## config.mk

```make
export PLATFORM = sky130hd
export DESIGN_NAME = spir_core
export DESIGN_NICKNAME = d
export VERILOG_FILES = /design/src/pkg/spir_pkg.sv /design/src/verilog/spir_core.sv /design/src/verilog/spir_fifo.sv
export SDC_FILE = /design/constraint.sdc
export NUM_CORES = 1
export LEC_CHECK = 0
export BUFFER_PORTS_ARGS = -buffer_cell sky130_fd_sc_hd__buf_2
export CAP_MARGIN = 15
export CORE_ASPECT_RATIO = 1.25
export CORE_MARGIN = 2
export CORE_UTILIZATION = 23
export CTS_BUF_LIST = sky130_fd_sc_hd__clkbuf_8
export CTS_CLUSTER_DIAMETER = 120
export CTS_CLUSTER_SIZE = 40
export DETAILED_ROUTE_END_ITERATION = 8
export GPL_TIMING_DRIVEN = 0
export SETUP_SLACK_MARGIN = 0.15
export SYNTH_ARGS = -nofsm -noshare
export SYNTH_HDL_FRONTEND = slang
export SYNTH_SLANG_ARGS = --single-unit
```

## constraint.sdc

```tcl
create_clock -name sys_clk -period 9.1 [get_ports sys_clk]
set_input_delay 1.365 -clock sys_clk [delete_from_list [all_inputs] [get_ports sys_clk]]
set_output_delay 1.365 -clock sys_clk [all_outputs]
set_load 0.005 [all_outputs]
```

## src/pkg/spir_pkg.sv

```systemverilog
// Purpose: Shared constants for the SPI data and rate register block
// Assumes: 32-bit Avalon-MM byte addresses, one word per register
// Notes:   Status and mask layout are shared by the interrupt logic
package spir_pkg;
	// Register byte addresses
	localparam logic [31:0] SPIR_RX_OFF   = 32'h40030004;
	localparam logic [31:0] SPIR_TX_OFF   = 32'h40030008;
	localparam logic [31:0] SPIR_RATE_OFF = 32'h4003000C;
	localparam logic [31:0] SPIR_CFG_OFF  = 32'h40030010;
	localparam logic [31:0] SPIR_STAT_OFF = 32'h40030014;
	localparam logic [31:0] SPIR_MASK_OFF = 32'h40030018;
	// Rate register fields
	localparam int          SPIR_DIV_LSB   = 0;
	localparam int          SPIR_DIV_W     = 6;
	localparam int          SPIR_HFM_BIT   = 6;
	localparam int          SPIR_BIT_COUNTER_RESET_ON_CS_ERROR_BIT = 7;
	localparam int          SPIR_CSIRQ_BIT = 8;
	localparam logic [15:0] SPIR_RATE_WMASK = 16'h01FF;
	localparam logic [15:0] SPIR_RATE_RST   = 16'h0000;
	// Configuration register fields
	localparam int          SPIR_EN_BIT     = 0;
	localparam int          SPIR_MASTER_BIT = 1;
	localparam int          SPIR_DMA_BIT    = 2;
	localparam int          SPIR_HS_BIT     = 3;
	localparam int          SPIR_BURST_BIT  = 11;
	localparam logic [15:0] SPIR_CFG_WMASK  = 16'h080F;
	localparam logic [15:0] SPIR_CFG_RST    = 16'h0000;
	// Status and mask fields
	localparam int          SPIR_ST_W      = 5;
	localparam int          SPIR_ST_CSFALL = 0;
	localparam int          SPIR_ST_CSRISE = 1;
	localparam int          SPIR_ST_CS_ABORT_ERROR_FLAG  = 2;
	localparam int          SPIR_ST_RXOF   = 3;
	localparam int          SPIR_ST_TXUR   = 4;
	localparam int          SPIR_ST_RXCNT_LSB = 8;
	localparam int          SPIR_ST_TXCNT_LSB = 12;
	localparam logic [SPIR_ST_W-1:0] SPIR_MASK_RST = 5'h00;
	// Sizes and timing
	localparam int          SPIR_FIFO_DEPTH = 4;
	localparam int          SPIR_BYTE_LAST  = 7;
	typedef enum logic [1:0] {
		SPIR_M_IDLE,
		SPIR_M_SHIFT,
		SPIR_M_GAP
	} spir_mstate_e;
endpackage

```

## src/verilog/spir_core.sv

```systemverilog
// Purpose: SPI data, rate and serial engine behind an Avalon-MM slave
// Assumes: Pins are synchronous to sys_clk; mode 0 framing, MSB first
// Notes:   Pin inputs are sampled directly, without a synchroniser
// Function
// - A receive read gives the oldest byte low and, with DMA, a second byte high.
// - A transmit write queues the low byte and, with DMA, the high byte next.
// - Without DMA the upper byte lane of receive and transmit reads as zero.
// - With the edge enable, burst and high-speed mode every chip-select edge sets its flag.
// - With the edge enable clear no chip-select edge flag or interrupt arises.
// - The edge enable acts only in burst transfer combined with high-speed mode.
// - With counter reset set a chip-select error clears the bit counter.
// - With counter reset clear the bit counter holds and resumes on reselect.
// - High-frequency mode samples receive data on the pad clock edge.
// - The serial clock is the bus clock divided by 2 x (rate factor + 1).
// - Deselect before a full byte raises the abort error flag.
// - A burst master keeps chip select low while transmit data remains.
`timescale 1ns/10ps
module spir_core
	import spir_pkg::*;
#(
	parameter int FIFO_DEPTH = SPIR_FIFO_DEPTH
)
(
	// Clock and reset
	input  wire logic        sys_clk,
	input  wire logic        arst_n,
	// Avalon-MM slave
	input  wire logic [31:0] avs_address,
	input  wire logic        avs_read,
	input  wire logic        avs_write,
	input  wire logic [31:0] avs_writedata,
	input  wire logic [3:0]  avs_byteenable,
	output logic      [31:0] avs_readdata,
	output logic             avs_waitrequest,
	// Interrupt
	output logic             irq,
	// Serial clock pin
	input  wire logic        sclk_in,
	output logic             sclk_out,
	output logic             sclk_oe_n,
	// Chip select pin, active low
	input  wire logic        cs_n_in,
	output logic             cs_n_out,
	output logic             cs_n_oe_n,
	// Serial data
	input  wire logic        sdi,
	output logic             sdo,
	output logic             sdo_oe_n
);
	localparam int CW = $clog2(FIFO_DEPTH + 1);

	if (FIFO_DEPTH < 2 || FIFO_DEPTH > 15)
	begin : g_chk
		$error("spir_core FIFO_DEPTH must lie in 2..15");
	end

	function automatic logic [15:0] be_merge(input logic [15:0] old_v,
		input logic [31:0] wd, input logic [3:0] be, input logic [15:0] wmask);
		logic [15:0] v;
		v = old_v;
		if (be[0])
			v[7:0] = wd[7:0];
		if (be[1])
			v[15:8] = wd[15:8];
		return v & wmask;
	endfunction

	logic [15:0]          rate_r;
	logic [15:0]          cfg_r;
	logic [SPIR_ST_W-1:0] status_r;
	logic [SPIR_ST_W-1:0] mask_r;
	logic [SPIR_ST_W-1:0] st_set;
	logic [SPIR_ST_W-1:0] st_cap_r;
	logic [1:0]           rx_pop_n_r;
	logic [31:0]          rd_val;
	logic                 req;
	logic                 acc;
	logic                 en;
	logic                 master;
	logic                 dma;
	logic                 hs;
	logic                 burst;
	logic                 high_frequency_receive_clocking;
	logic                 bit_counter_reset_on_cs_error;
	logic                 csirq;
	logic [5:0]           div;

	logic                 sclk_d_r;
	logic                 cs_d_r;
	logic                 sclk_rise;
	logic                 sclk_fall;
	logic                 cs_fall;
	logic                 cs_rise;
	logic                 cs_act;

	logic [5:0]           div_cnt_r;
	logic                 tick;
	spir_mstate_e         mstate_r;
	logic                 phase_r;
	logic [2:0]           m_cnt_r;
	logic [2:0]           bit_cnt_r;
	logic [7:0]           rx_shift_r;
	logic [7:0]           tx_shift_r;

	logic                 m_pop;
	logic                 m_sh;
	logic                 s_ld;
	logic                 s_sh;
	logic                 eng_ld;
	logic [7:0]           ld_byte;
	logic                 rx_smp;
	logic                 rx_done;
	logic                 cs_err_evt;
	logic                 csedge_on;

	logic [1:0]           tx_push_n;
	logic [1:0]           tx_need;
	logic [1:0]           rx_pop_n;
	logic [1:0]           rx_push_n;
	logic [15:0]          tx_head;
	logic [15:0]          rx_head;
	logic [CW-1:0]        tx_cnt;
	logic [CW-1:0]        rx_cnt;

	assign en     = cfg_r[SPIR_EN_BIT];
	assign master = cfg_r[SPIR_MASTER_BIT];
	assign dma    = cfg_r[SPIR_DMA_BIT];
	assign hs     = cfg_r[SPIR_HS_BIT];
	assign burst  = cfg_r[SPIR_BURST_BIT];
	assign high_frequency_receive_clocking    = rate_r[SPIR_HFM_BIT];
	assign bit_counter_reset_on_cs_error  = rate_r[SPIR_BIT_COUNTER_RESET_ON_CS_ERROR_BIT];
	assign csirq  = rate_r[SPIR_CSIRQ_BIT];
	assign div    = rate_r[SPIR_DIV_LSB +: SPIR_DIV_W];

	// Pin edges
	assign sclk_rise = sclk_in & ~sclk_d_r;
	assign sclk_fall = ~sclk_in & sclk_d_r;
	assign cs_fall   = ~cs_n_in & cs_d_r;
	assign cs_rise   = cs_n_in & ~cs_d_r;
	assign cs_act    = ~cs_n_in;

	always_ff @(posedge sys_clk or negedge arst_n)
	begin
		if (!arst_n)
		begin
			sclk_d_r <= 1'b0;
			cs_d_r   <= 1'b1;
		end
		else
		begin
			sclk_d_r <= sclk_in;
			cs_d_r   <= cs_n_in;
		end
	end

	// Avalon slave: waitrequest drops one cycle after the request appears
	assign req = avs_read | avs_write;
	assign acc = req & ~avs_waitrequest;

	always_comb
	begin
		rd_val = 32'h00000000;
		case (avs_address)
			SPIR_RX_OFF:
			begin
				if (rx_cnt != '0)
					rd_val[7:0] = rx_head[7:0];
				if (dma && rx_cnt > CW'(1))
					rd_val[15:8] = rx_head[15:8];
			end
			SPIR_RATE_OFF: rd_val[15:0] = rate_r;
			SPIR_CFG_OFF:  rd_val[15:0] = cfg_r;
			SPIR_STAT_OFF:
			begin
				rd_val[SPIR_ST_W-1:0] = status_r;
				rd_val[SPIR_ST_RXCNT_LSB +: CW] = rx_cnt;
				rd_val[SPIR_ST_TXCNT_LSB +: CW] = tx_cnt;
			end
			SPIR_MASK_OFF: rd_val[SPIR_ST_W-1:0] = mask_r;
			default:       rd_val = 32'h00000000;
		endcase
	end

	always_ff @(posedge sys_clk or negedge arst_n)
	begin
		if (!arst_n)
		begin
			avs_waitrequest <= 1'b1;
			avs_readdata    <= 32'h00000000;
			st_cap_r        <= '0;
			rx_pop_n_r      <= 2'h0;
		end
		else
		begin
			avs_waitrequest <= ~(req & avs_waitrequest);
			if (avs_read && avs_waitrequest)
			begin
				avs_readdata <= rd_val;
				st_cap_r     <= (avs_address == SPIR_STAT_OFF) ? status_r : '0;
				if (rx_cnt == '0)
					rx_pop_n_r <= 2'h0;
				else if (dma && rx_cnt > CW'(1))
					rx_pop_n_r <= 2'h2;
				else
					rx_pop_n_r <= 2'h1;
			end
		end
	end

	// Register writes land at the accepting edge
	always_ff @(posedge sys_clk or negedge arst_n)
	begin
		if (!arst_n)
		begin
			rate_r <= SPIR_RATE_RST;
			cfg_r  <= SPIR_CFG_RST;
			mask_r <= SPIR_MASK_RST;
		end
		else if (acc && avs_write)
		begin
			if (avs_address == SPIR_RATE_OFF)
				rate_r <= be_merge(rate_r, avs_writedata, avs_byteenable, SPIR_RATE_WMASK);
			if (avs_address == SPIR_CFG_OFF)
				cfg_r <= be_merge(cfg_r, avs_writedata, avs_byteenable, SPIR_CFG_WMASK);
			if (avs_address == SPIR_MASK_OFF)
				mask_r <= avs_writedata[SPIR_ST_W-1:0];
		end
	end

	// A write that does not fit is dropped whole rather than split
	assign tx_need   = (dma && avs_byteenable[1]) ? 2'h2 : 2'h1;
	assign tx_push_n = (acc && avs_write && avs_address == SPIR_TX_OFF && avs_byteenable[0]
		&& int'(tx_need) <= FIFO_DEPTH - int'(tx_cnt)) ? tx_need : 2'h0;
	assign rx_pop_n  = (acc && avs_read && avs_address == SPIR_RX_OFF) ? rx_pop_n_r : 2'h0;

	spir_fifo #(
		.DEPTH (FIFO_DEPTH),
		.CW    (CW)
	) u_tx_fifo (
		.clk       (sys_clk),
		.arst_n    (arst_n),
		.push_n    (tx_push_n),
		.push_data (avs_writedata[15:0]),
		.pop_n     ({1'b0, m_pop | (s_ld & (tx_cnt != '0))}),
		.head      (tx_head),
		.count     (tx_cnt)
	);

	spir_fifo #(
		.DEPTH (FIFO_DEPTH),
		.CW    (CW)
	) u_rx_fifo (
		.clk       (sys_clk),
		.arst_n    (arst_n),
		.push_n    (rx_push_n),
		.push_data ({8'h00, rx_shift_r[6:0], sdi}),
		.pop_n     (rx_pop_n),
		.head      (rx_head),
		.count     (rx_cnt)
	);

	// Half-period divider, reloaded from the factor
	assign tick = en && master && mstate_r != SPIR_M_IDLE && div_cnt_r == 6'h00;

	always_ff @(posedge sys_clk or negedge arst_n)
	begin
		if (!arst_n)
			div_cnt_r <= 6'h00;
		else if (!tick && mstate_r != SPIR_M_IDLE && en && master)
			div_cnt_r <= div_cnt_r - 6'h01;
		else
			div_cnt_r <= div;
	end

	// Master sequencing
	assign m_pop = en && master && tx_cnt != '0 && ((mstate_r == SPIR_M_IDLE)
		|| (mstate_r == SPIR_M_SHIFT && tick && phase_r && m_cnt_r == 3'(SPIR_BYTE_LAST)
		&& burst));
	assign m_sh  = mstate_r == SPIR_M_SHIFT && tick && phase_r
		&& m_cnt_r != 3'(SPIR_BYTE_LAST);

	always_ff @(posedge sys_clk or negedge arst_n)
	begin
		if (!arst_n)
		begin
			mstate_r <= SPIR_M_IDLE;
			phase_r  <= 1'b0;
			m_cnt_r  <= 3'h0;
			sclk_out <= 1'b0;
			cs_n_out <= 1'b1;
		end
		else if (!en || !master)
		begin
			mstate_r <= SPIR_M_IDLE;
			phase_r  <= 1'b0;
			m_cnt_r  <= 3'h0;
			sclk_out <= 1'b0;
			cs_n_out <= 1'b1;
		end
		else
		begin
			case (mstate_r)
				SPIR_M_IDLE:
				begin
					phase_r <= 1'b0;
					m_cnt_r <= 3'h0;
					if (m_pop)
					begin
						cs_n_out <= 1'b0;
						mstate_r <= SPIR_M_SHIFT;
					end
				end
				SPIR_M_SHIFT:
				begin
					if (tick)
					begin
						phase_r  <= ~phase_r;
						sclk_out <= ~phase_r;
						if (phase_r)
						begin
							m_cnt_r <= m_cnt_r + 3'h1;
							if (m_cnt_r == 3'(SPIR_BYTE_LAST) && !m_pop)
							begin
								cs_n_out <= 1'b1;
								mstate_r <= SPIR_M_GAP;
							end
						end
					end
				end
				SPIR_M_GAP:
				begin
					// One idle serial clock between separate frames
					if (tick)
					begin
						phase_r <= ~phase_r;
						if (phase_r)
							mstate_r <= SPIR_M_IDLE;
					end
				end
				default: mstate_r <= SPIR_M_IDLE;
			endcase
		end
	end

	// Slave loads on select and after each byte; the reload sits right after
	// the last rising edge, so the peer must not sample before its next rise
	assign s_ld   = en && !master && ((cs_fall && bit_cnt_r == 3'h0) || (rx_done && cs_act));
	assign s_sh   = en && !master && cs_act && sclk_fall;
	assign eng_ld = m_pop || s_ld;
	assign ld_byte = (tx_cnt != '0) ? tx_head[7:0] : 8'h00;

	always_ff @(posedge sys_clk or negedge arst_n)
	begin
		if (!arst_n)
		begin
			tx_shift_r <= 8'h00;
			sdo        <= 1'b0;
		end
		else if (eng_ld)
		begin
			sdo        <= ld_byte[7];
			tx_shift_r <= {ld_byte[6:0], 1'b0};
		end
		else if (m_sh || s_sh)
		begin
			sdo        <= tx_shift_r[7];
			tx_shift_r <= {tx_shift_r[6:0], 1'b0};
		end
	end

	// Receive side; HIGH_FREQUENCY_RECEIVE_CLOCKING uses the pad clock edge, immune to internal timing skew
	assign rx_smp = en && (master ? (high_frequency_receive_clocking ? sclk_rise
		: (mstate_r == SPIR_M_SHIFT && tick && !phase_r))
		: (cs_act && sclk_rise));
	assign rx_done    = rx_smp && bit_cnt_r == 3'(SPIR_BYTE_LAST);
	assign rx_push_n  = (rx_done && int'(rx_cnt) < FIFO_DEPTH) ? 2'h1 : 2'h0;
	assign cs_err_evt = en && !master && cs_rise && bit_cnt_r != 3'h0;

	always_ff @(posedge sys_clk or negedge arst_n)
	begin
		if (!arst_n)
		begin
			bit_cnt_r  <= 3'h0;
			rx_shift_r <= 8'h00;
		end
		else if (!en)
			bit_cnt_r <= 3'h0;
		else if (cs_err_evt && bit_counter_reset_on_cs_error)
			bit_cnt_r <= 3'h0;
		else if (rx_smp)
		begin
			// Without counter reset, a broken byte resumes at reselect
			bit_cnt_r  <= bit_cnt_r + 3'h1;
			rx_shift_r <= {rx_shift_r[6:0], sdi};
		end
	end

	// Sticky status: a set in the clearing cycle survives
	assign csedge_on = en && csirq && burst && hs;

	always_comb
	begin
		st_set = '0;
		st_set[SPIR_ST_CSFALL] = csedge_on && cs_fall;
		st_set[SPIR_ST_CSRISE] = csedge_on && cs_rise;
		st_set[SPIR_ST_CS_ABORT_ERROR_FLAG]  = cs_err_evt;
		st_set[SPIR_ST_RXOF]   = rx_done && int'(rx_cnt) >= FIFO_DEPTH;
		st_set[SPIR_ST_TXUR]   = s_ld && tx_cnt == '0;
	end

	always_ff @(posedge sys_clk or negedge arst_n)
	begin
		if (!arst_n)
		begin
			status_r <= '0;
			irq      <= 1'b0;
		end
		else
		begin
			status_r <= (status_r & ~((acc && avs_read) ? st_cap_r : '0)) | st_set;
			irq      <= |(status_r & mask_r);
		end
	end

	// Pin drivers
	always_ff @(posedge sys_clk or negedge arst_n)
	begin
		if (!arst_n)
		begin
			sclk_oe_n <= 1'b1;
			cs_n_oe_n <= 1'b1;
			sdo_oe_n  <= 1'b1;
		end
		else
		begin
			sclk_oe_n <= ~(en & master);
			cs_n_oe_n <= ~(en & master);
			sdo_oe_n  <= ~(en & (master | cs_act));
		end
	end

	a_rx_upper_zero: assert property (@(posedge sys_clk) disable iff (!arst_n)
		acc && avs_read && avs_address == SPIR_RX_OFF && !$past(dma)
		|-> avs_readdata[15:8] == 8'h00)
		else $error("upper receive lane not zero without DMA");

	a_cs_fall_flag: assert property (@(posedge sys_clk) disable iff (!arst_n)
		csedge_on && cs_fall |=> status_r[SPIR_ST_CSFALL] ##1 irq || !mask_r[SPIR_ST_CSFALL])
		else $error("chip-select fall did not flag");

	a_cs_edge_quiet: assert property (@(posedge sys_clk) disable iff (!arst_n)
		$rose(status_r[SPIR_ST_CSRISE]) |-> $past(csirq))
		else $error("edge flag without edge enable");

	a_cs_edge_mode: assert property (@(posedge sys_clk) disable iff (!arst_n)
		$rose(status_r[SPIR_ST_CSFALL]) |-> $past(burst && hs))
		else $error("edge flag outside burst high-speed mode");

	a_cnt_reset: assert property (@(posedge sys_clk) disable iff (!arst_n)
		cs_err_evt && bit_counter_reset_on_cs_error |=> bit_cnt_r == 3'h0)
		else $error("bit counter not cleared on abort");

	a_cnt_hold: assert property (@(posedge sys_clk) disable iff (!arst_n)
		cs_err_evt && !bit_counter_reset_on_cs_error && !rx_smp |=> bit_cnt_r == $past(bit_cnt_r) && bit_cnt_r != 3'h0)
		else $error("bit counter lost on abort");

	a_cs_abort_error_flag_flag: assert property (@(posedge sys_clk) disable iff (!arst_n)
		cs_n_in && !$past(cs_n_in) && en && !master && bit_cnt_r != 3'h0
		|=> status_r[SPIR_ST_CS_ABORT_ERROR_FLAG])
		else $error("abort error not flagged");

	a_div_period: assert property (@(posedge sys_clk) disable iff (!arst_n)
		tick |=> div_cnt_r == $past(div))
		else $error("divider not reloaded from factor");

	a_burst_cs_hold: assert property (@(posedge sys_clk) disable iff (!arst_n)
		mstate_r == SPIR_M_SHIFT && tick && phase_r && m_cnt_r == 3'h7 && burst
		&& tx_cnt != '0 && en && master |=> !cs_n_out ##1 !cs_n_out)
		else $error("burst chip select released with data queued");
endmodule

```

## src/verilog/spir_fifo.sv

```systemverilog
// Purpose: Byte FIFO taking and giving up to two bytes per cycle
// Assumes: Caller never pops more than held nor pushes beyond space
// Notes:   Shift-register form; entry 0 is always the oldest byte
`timescale 1ns/10ps
module spir_fifo
	import spir_pkg::*;
#(
	parameter int DEPTH = SPIR_FIFO_DEPTH,
	parameter int CW    = $clog2(DEPTH + 1)
)
(
	// Clock and reset
	input  wire logic          clk,
	input  wire logic          arst_n,
	// Fill side
	input  wire logic [1:0]    push_n,
	input  wire logic [15:0]   push_data,
	// Drain side
	input  wire logic [1:0]    pop_n,
	output logic      [15:0]   head,
	output logic      [CW-1:0] count
);
	logic [7:0]    mem_r   [DEPTH];
	logic [7:0]    mem_nxt [DEPTH];
	logic [CW-1:0] count_r;
	int            base;

	if (DEPTH < 2 || DEPTH > 15)
	begin : g_chk
		$error("spir_fifo DEPTH must lie in 2..15");
	end

	always_comb
	begin
		base = int'(count_r) - int'(pop_n);
		for (int i = 0; i < DEPTH; i++)
		begin
			if (i + int'(pop_n) < DEPTH)
				mem_nxt[i] = mem_r[i + int'(pop_n)];
			else
				mem_nxt[i] = 8'h00;
			if (push_n != 2'h0 && i == base)
				mem_nxt[i] = push_data[7:0];
			if (push_n == 2'h2 && i == base + 1)
				mem_nxt[i] = push_data[15:8];
		end
	end

	always_ff @(posedge clk or negedge arst_n)
	begin
		if (!arst_n)
		begin
			count_r <= '0;
			for (int i = 0; i < DEPTH; i++)
				mem_r[i] <= 8'h00;
		end
		else
		begin
			count_r <= CW'(int'(count_r) - int'(pop_n) + int'(push_n));
			mem_r   <= mem_nxt;
		end
	end

	assign head  = {mem_r[1], mem_r[0]};
	assign count = count_r;
endmodule
```

==> flow_summary_export.csv, run 1 <==
group,metric,value,unit
status,status,"finished clean",
timing,fin_crit,5510,ps
setup_path,cp_top_family,"simple AND/OR/NAND/NOR gates",
floorplan,die_area,40500,µm²
timing,setup-violations-final,0,
pwr,power_density,135,nW/µm²
setup_path,r2r-start,"u_tx_fifo.count[1]$_DFF_PN0_",
timing,hold_ws,469,ps
route,drt_drc_violations_left,0,
placed_design,hpwl,20500,µm
timing,max_freq,0.181,GHz
route,ant_nets,0,
setup_path,critical_path_required,9420,ps
finish,mostFrequentLayoutCell,"dfrtp_1",
route,drt-pass1-iter-count,6,
timing,fin_crit_sh,60.6,%
grt,grt_pass1_wl,43400,µm
clock_tree,clk_pin_slew,90,ps
placed_design,io_buffers,80,
grt,grt_pass1_vias,7726,
synth,yosys.area.top_type,"dfrtp_1",
clock_tree,clk_path_buf_depth,2,
synth,syn_area,8950,µm²
synth,async_flop_share,100,%
route,wl_per_cell,17.8,µm
clock_tree,cts_made_buffers,17,
synth,synth_cells,926,
setup_path,crit_chain,"buf_2, nor2b_1, clkbuf_1, nand2_1, nor2_2, buf_6, inv_1, ha_1, nor2b_1, o21ai_0, nor4_1, nand2_1, buf_2, mux2i_1, a21oi_1",
floorplan,dieHeight,225,µm
floorplan,num_rows,80,
grt,grt_overflow_total,0,
synth,synthFlopType,"dfrtp_1",
clock_tree,holdBufCountCts,0,
floorplan,ioPinCount,115,
clock_tree,cts_tree,"done",
pwr,p_leak,4.86,nW
finish,final_util,27.6,%
placed_design,gp_congestion,0.874,
finish,syn_to_final_growth,17.9,%
finish,layout_common_cells,"dfrtp_1, nand2_1, buf_2",
floorplan,coreArea,38200,µm²
clock_tree,cts_resized,0,
setup_path,cp_max_fo,10,
grt,antenna_found_initial,3,
setup_path,cp_num_buf_inv,5,
timing,fin_worst_skew,20.3,ps
pwr,ir_drop,89.0,µV
grt,grt_max_degree,81,
clock_tree,clkLatencyLatePin,470,ps
placed_design,dp_cells,1514,
route,drt-vias-per-instance,5.01,
flow_run,cap_viol_max_count,0,
setup_path,startpoint,"avs_read",
setup_path,crit_path_end_kind,"flop",
timing,finalSetupTns,0,ps
finish,final_cells,1547,
floorplan,start_util,23.4,%
synth,yosysWarningCount,0,
clock_tree,cts_setup_buffers,0,
finish,drive_gt1_share,19.7,%
clock_tree,root_buffer,"clkbuf_8",
route,num_vias,7748,
setup_path,critPathKind,"in2reg",
floorplan,chipWidth,180,µm
finish,nNetsFinal,1142,
timing,rsz0062_at_grt,"false",
clock_tree,htreeDepth,4,
timing,tightest_slew,1030,ps
route,drt_iter0_drc,726,
synth,ys_top_cells_by_area,"dfrtp_1, nand2_1, mux2_2",
synth,yosysUniqueCellTypes,68,
timing,slew_headroom,30.6,%
hold_path,min_from,"avs_readdata[15]$_DFFE_PN0P_",
hold_path,hold_path_class,"reg2reg",
setup_path,start_kind,"primary input",
synth,synth_edf_count,0,
synth,synth_seq_cells,155,
synth,synth_area_per_cell,9.67,µm²
clock_tree,cts_sinks,155,
setup_path,slowest_stage,"o21ai_0",
grt,grt_use_total,13.6,%
setup_path,cpPeakStageDelay,790,ps
route,routed_wl,27500,µm
pwr,finalPower,0.00143,W
timing,drv_slew,0,
synth,synth_largest_type_area_fraction,41.9,%
timing,hold_viol,0,
synth,ys_seq_area_share,43.4,%
setup_path,arrival,5830,ps
-- per-stage QoR --
stage | cell area [µm²] | setup WS [ps]
floorplan | 9010 | 4450
global placement | 10000 | 3270
detailed placement | 10100 | 3220
CTS | 10600 | 3670
global route | 10600 | 3250
finish | 10600 | 3590
-- final cells by class --
class	instances	area, µm²
Antenna cell	1	2.50
Buffer	65	363
Clock buffer	18	248
Clock inverter	14	240
Fill cell	4091	27700
Inverter	28	105
Multi-Input combinational cell	693	4660
Sequential cell	155	3880
Tap cell	492	616
Timing Repair Buffer	81	438
-- power by group --
| part | internal (W) | switching, W |
|---|---|---|
| registers | 0.000697 | 0.00000719 |
| clock network | 0.000363 | 0.000282 |
| logic | 0.0000286 | 0.0000511 |
-- registers in the layout, summed over array words and instances, names as in the netlist, 5 cells and up, named ones only --
signal,count
status_r,5
u_tx_fifo.head,15
mask_r,5
u_tx_fifo.mem_r,16
rate_r,9
rx_shift_r,7
div_cnt_r,6
st_cap_r,5
avs_readdata,16
u_rx_fifo.mem_r,16
tx_shift_r,7
u_rx_fifo.head,16
cfg_r,5
-- path summary, 6_finish.rpt --
kind / endpoint / slack (ps) / cells past startpoint
worst max-delay path: u_rx_fifo.head[7]$_DFF_PN0_ / 3590 / 15
worst min-delay path: avs_readdata[15]$_DFFE_PN0P_ / 470 / 2
worst max register to register: u_tx_fifo.head[3]$_DFFE_PN0P_ / 4130 / 19
worst min register to register: avs_readdata[15]$_DFFE_PN0P_ / 470 / 2
max in group asynchronous: cs_n_oe_n$_DFF_PN1_ / 7380 / 2
min in group asynchronous: u_rx_fifo.mem_r[9]$_DFF_PN0_ / 890 / 1
-- routing by layer --
| layer | track usage [%] | wire length (µm) | up-vias |
|---|---|---|---|
| met2 | 23.2 | 13800 | 302 |
| met4 | 4.11 | 518 | 4 |
| met1 | 17.1 | 11300 | 3826 |
| met5 | 0 | 22 | - |
| li1 | - | - | 3568 |
| met3 | 3.17 | 1850 | 48 |
-- worst min-delay path, cell delays in order, from the launching register on --
cell,delay [ps]
dfrtp_1,350
nand2_1,50
nand2_1,50
-- logic make-up (layout without fill, tap and decap cells) --
group	Yosys count	count (layout)	synth area share (%)
simple gates	357	357	21.0
compound gates	221	221	17.1
flops	155	155	43.4
buf+inv	93	206	5.23
mux	62	62	8.44
fa+ha+maj	26	26	3.80
xor+xnor	11	11	1.08
other cells	1	17	0.0419
-- cells in the mapped netlist (24+ instances only) --
| cell type | n |
|---|---|
| nand3_1 | 24 |
| dfrtp_1 | 150 |
| and3_1 | 34 |
| inv_1 | 26 |
| ha_1 | 24 |
| o21ai_0 | 59 |
| nor2_1 | 58 |
| nand2_1 | 125 |
| clkbuf_1 | 29 |
| mux2i_1 | 26 |
| a211oi_1 | 24 |
| a21oi_1 | 28 |
| mux2_2 | 28 |
| nand2b_1 | 28 |
(Power assumes the default switching activity.)
==> inputs of run 2 (changes only) <==
==> constraint.sdc (replaced) <==
create_clock -name sys_clk -period 4.9 [get_ports sys_clk]
set_input_delay 0.735 -clock sys_clk [delete_from_list [all_inputs] [get_ports sys_clk]]
set_output_delay 0.735 -clock sys_clk [all_outputs]
set_load 0.005 [all_outputs]
==> run 2 against run 1 <==
  * First-iteration DRC count grew 3.7%
  * Clock-buffer cell count is the same
  * Wire length shrank 0.13%
  * Design area grew 0.31%
  * Sequential share of layout area shrank 0.10 points
  * Largest power group unchanged
==> flow_summary_export.csv, run 2 (synthesized netlist as in run 1, its figures left out) <==
group,metric,value,unit
setup_path,cp_max_fo,10,
route,wl_per_cell,17.8,µm
floorplan,start_util,23.4,%
setup_path,critPathKind,"in2reg",
timing,drv_slew,0,
setup_path,crit_path_end_kind,"flop",
grt,grt_max_degree,81,
grt,grt_pass1_wl,43400,µm
placed_design,pre_cts_slack,-347,ps
route,routed_wl,27500,µm
clock_tree,root_buffer,"clkbuf_8",
timing,rsz0062_at_grt,"false",
timing,max_freq,0.225,GHz
pwr,power_density,251,nW/µm²
status,status,"finished clean",
placed_design,hpwl,20500,µm
flow_run,cap_viol_max_count,0,
placed_design,io_buffers,80,
clock_tree,cts_sinks,155,
route,num_vias,7721,
timing,fin_crit_sh,90.7,%
floorplan,die_area,40500,µm²
finish,layout_common_cells,"dfrtp_1, nand2_1, buf_2",
grt,antenna_found_initial,3,
timing,setup-violations-final,0,
route,drt-pass1-iter-count,6,
grt,grt_use_total,13.6,%
clock_tree,cts_made_buffers,17,
clock_tree,clk_path_buf_depth,2,
pwr,finalPower,0.00265,W
clock_tree,cts_tree,"done",
timing,fin_crit,4440,ps
route,drt_iter0_drc,753,
finish,mostFrequentLayoutCell,"dfrtp_1",
floorplan,num_rows,80,
hold_path,hold_path_class,"in2async",
finish,nNetsFinal,1142,
floorplan,coreArea,38200,µm²
clock_tree,cts_setup_buffers,0,
timing,slew_headroom,48.7,%
route,drt_drc_violations_left,0,
grt,grt_pass1_vias,7726,
finish,syn_to_final_growth,18.2,%
route,drt-vias-per-instance,4.99,
pwr,p_leak,4.88,nW
timing,finalWorstSetupSlack,456,ps
placed_design,dp_cells,1514,
setup_path,reg2regPathDepth,12,
route,ant_nets,0,
timing,hold_ws,235,ps
clock_tree,htreeDepth,4,
floorplan,dieHeight,225,µm
floorplan,chipWidth,180,µm
pwr,ir_drop,165,µV
setup_path,arrival,4810,ps
timing,fin_worst_skew,20.7,ps
setup_path,start_kind,"primary input",
grt,grt_overflow_total,0,
setup_path,critical_path_required,5270,ps
finish,drive_gt1_share,20.6,%
finish,final_cells,1547,
timing,hold_viol,0,
clock_tree,clk_pin_slew,90,ps
timing,tightest_slew,763,ps
floorplan,ioPinCount,115,
clock_tree,clkLatencyLatePin,470,ps
placed_design,gp_congestion,0.874,
==> run 2: area by class of cell <==
cell class                      count  area [µm²]
Antenna cell                        1        2.50
Buffer                             65         372
Clock buffer                       18         248
Clock inverter                     14         240
Fill cell                        4088       27700
Inverter                           28         105
Multi-Input combinational cell    693        4680
Sequential cell                   155        3890
Tap cell                          492         616
Timing Repair Buffer               81         438
==> run 2: final timing paths <==
kind	start	end	slack, ps
worst max-delay path	avs_read	u_rx_fifo.head[6]$_DFF_PN0_	460
worst min-delay path	arst_n	u_rx_fifo.mem_r[9]$_DFF_PN0_	230
worst max register to register	avs_waitrequest$_DFF_PN1_	u_rx_fifo.head[6]$_DFF_PN0_	500
worst min register to register	avs_readdata[15]$_DFFE_PN0P_	avs_readdata[15]$_DFFE_PN0P_	470
max in group asynchronous	arst_n	cs_n_oe_n$_DFF_PN1_	3840
min in group sys_clk	cs_n_in	cs_d_r$_DFF_PN1_	420
==> run 2: critical path: stages <==
cell and delay (ps):
buf_2 150, nor2b_1 200, clkbuf_1 460, nand2_1 480, nor2_4 450, buf_6 220
inv_1 110, fa_1 580, nor4_1 460, nand2_1 280, buf_2 290, and3_1 180
a211oi_1 210
==> run 2: per-stage QoR <==
| stage | TNS (ps) | utilization, % | instance area [µm²] |
|---|---|---|---|
| floorplan | 0 | - | 9010 |
| global placement | -2320 | 26.2 | 10000 |
| detailed placement | -3260 | 26.3 | 10100 |
| CTS | 0 | 27.6 | 10600 |
| global route | 0 | 27.7 | 10600 |
| finish | 0 | 27.7 | 10600 |
==> run 2: layer usage <==
metal,vias to the layer above,track usage (%),wire (µm)
met5,-,0,22
met2,267,23.2,13900
met3,39,3.17,1700
met1,3844,17.1,11400
li1,3567,-,-
met4,4,4.11,453
==> run 2: what timing repair did <==
action	4_1_cts	5_1_grt
cloned	0	0
endpoints found under the setup margin	13	44
endpoints found under the hold margin	0	0
gates resized for setup	2	15
hold buffers	0	0
==> run 2: where the power goes <==
group          leakage [nW]  total, W  switching [W]  internal, W
Sequential             2.10   0.00131      0.0000132      0.00130
Clock                 0.245   0.00120       0.000524     0.000674
Combinational          2.53  0.000148      0.0000946    0.0000532
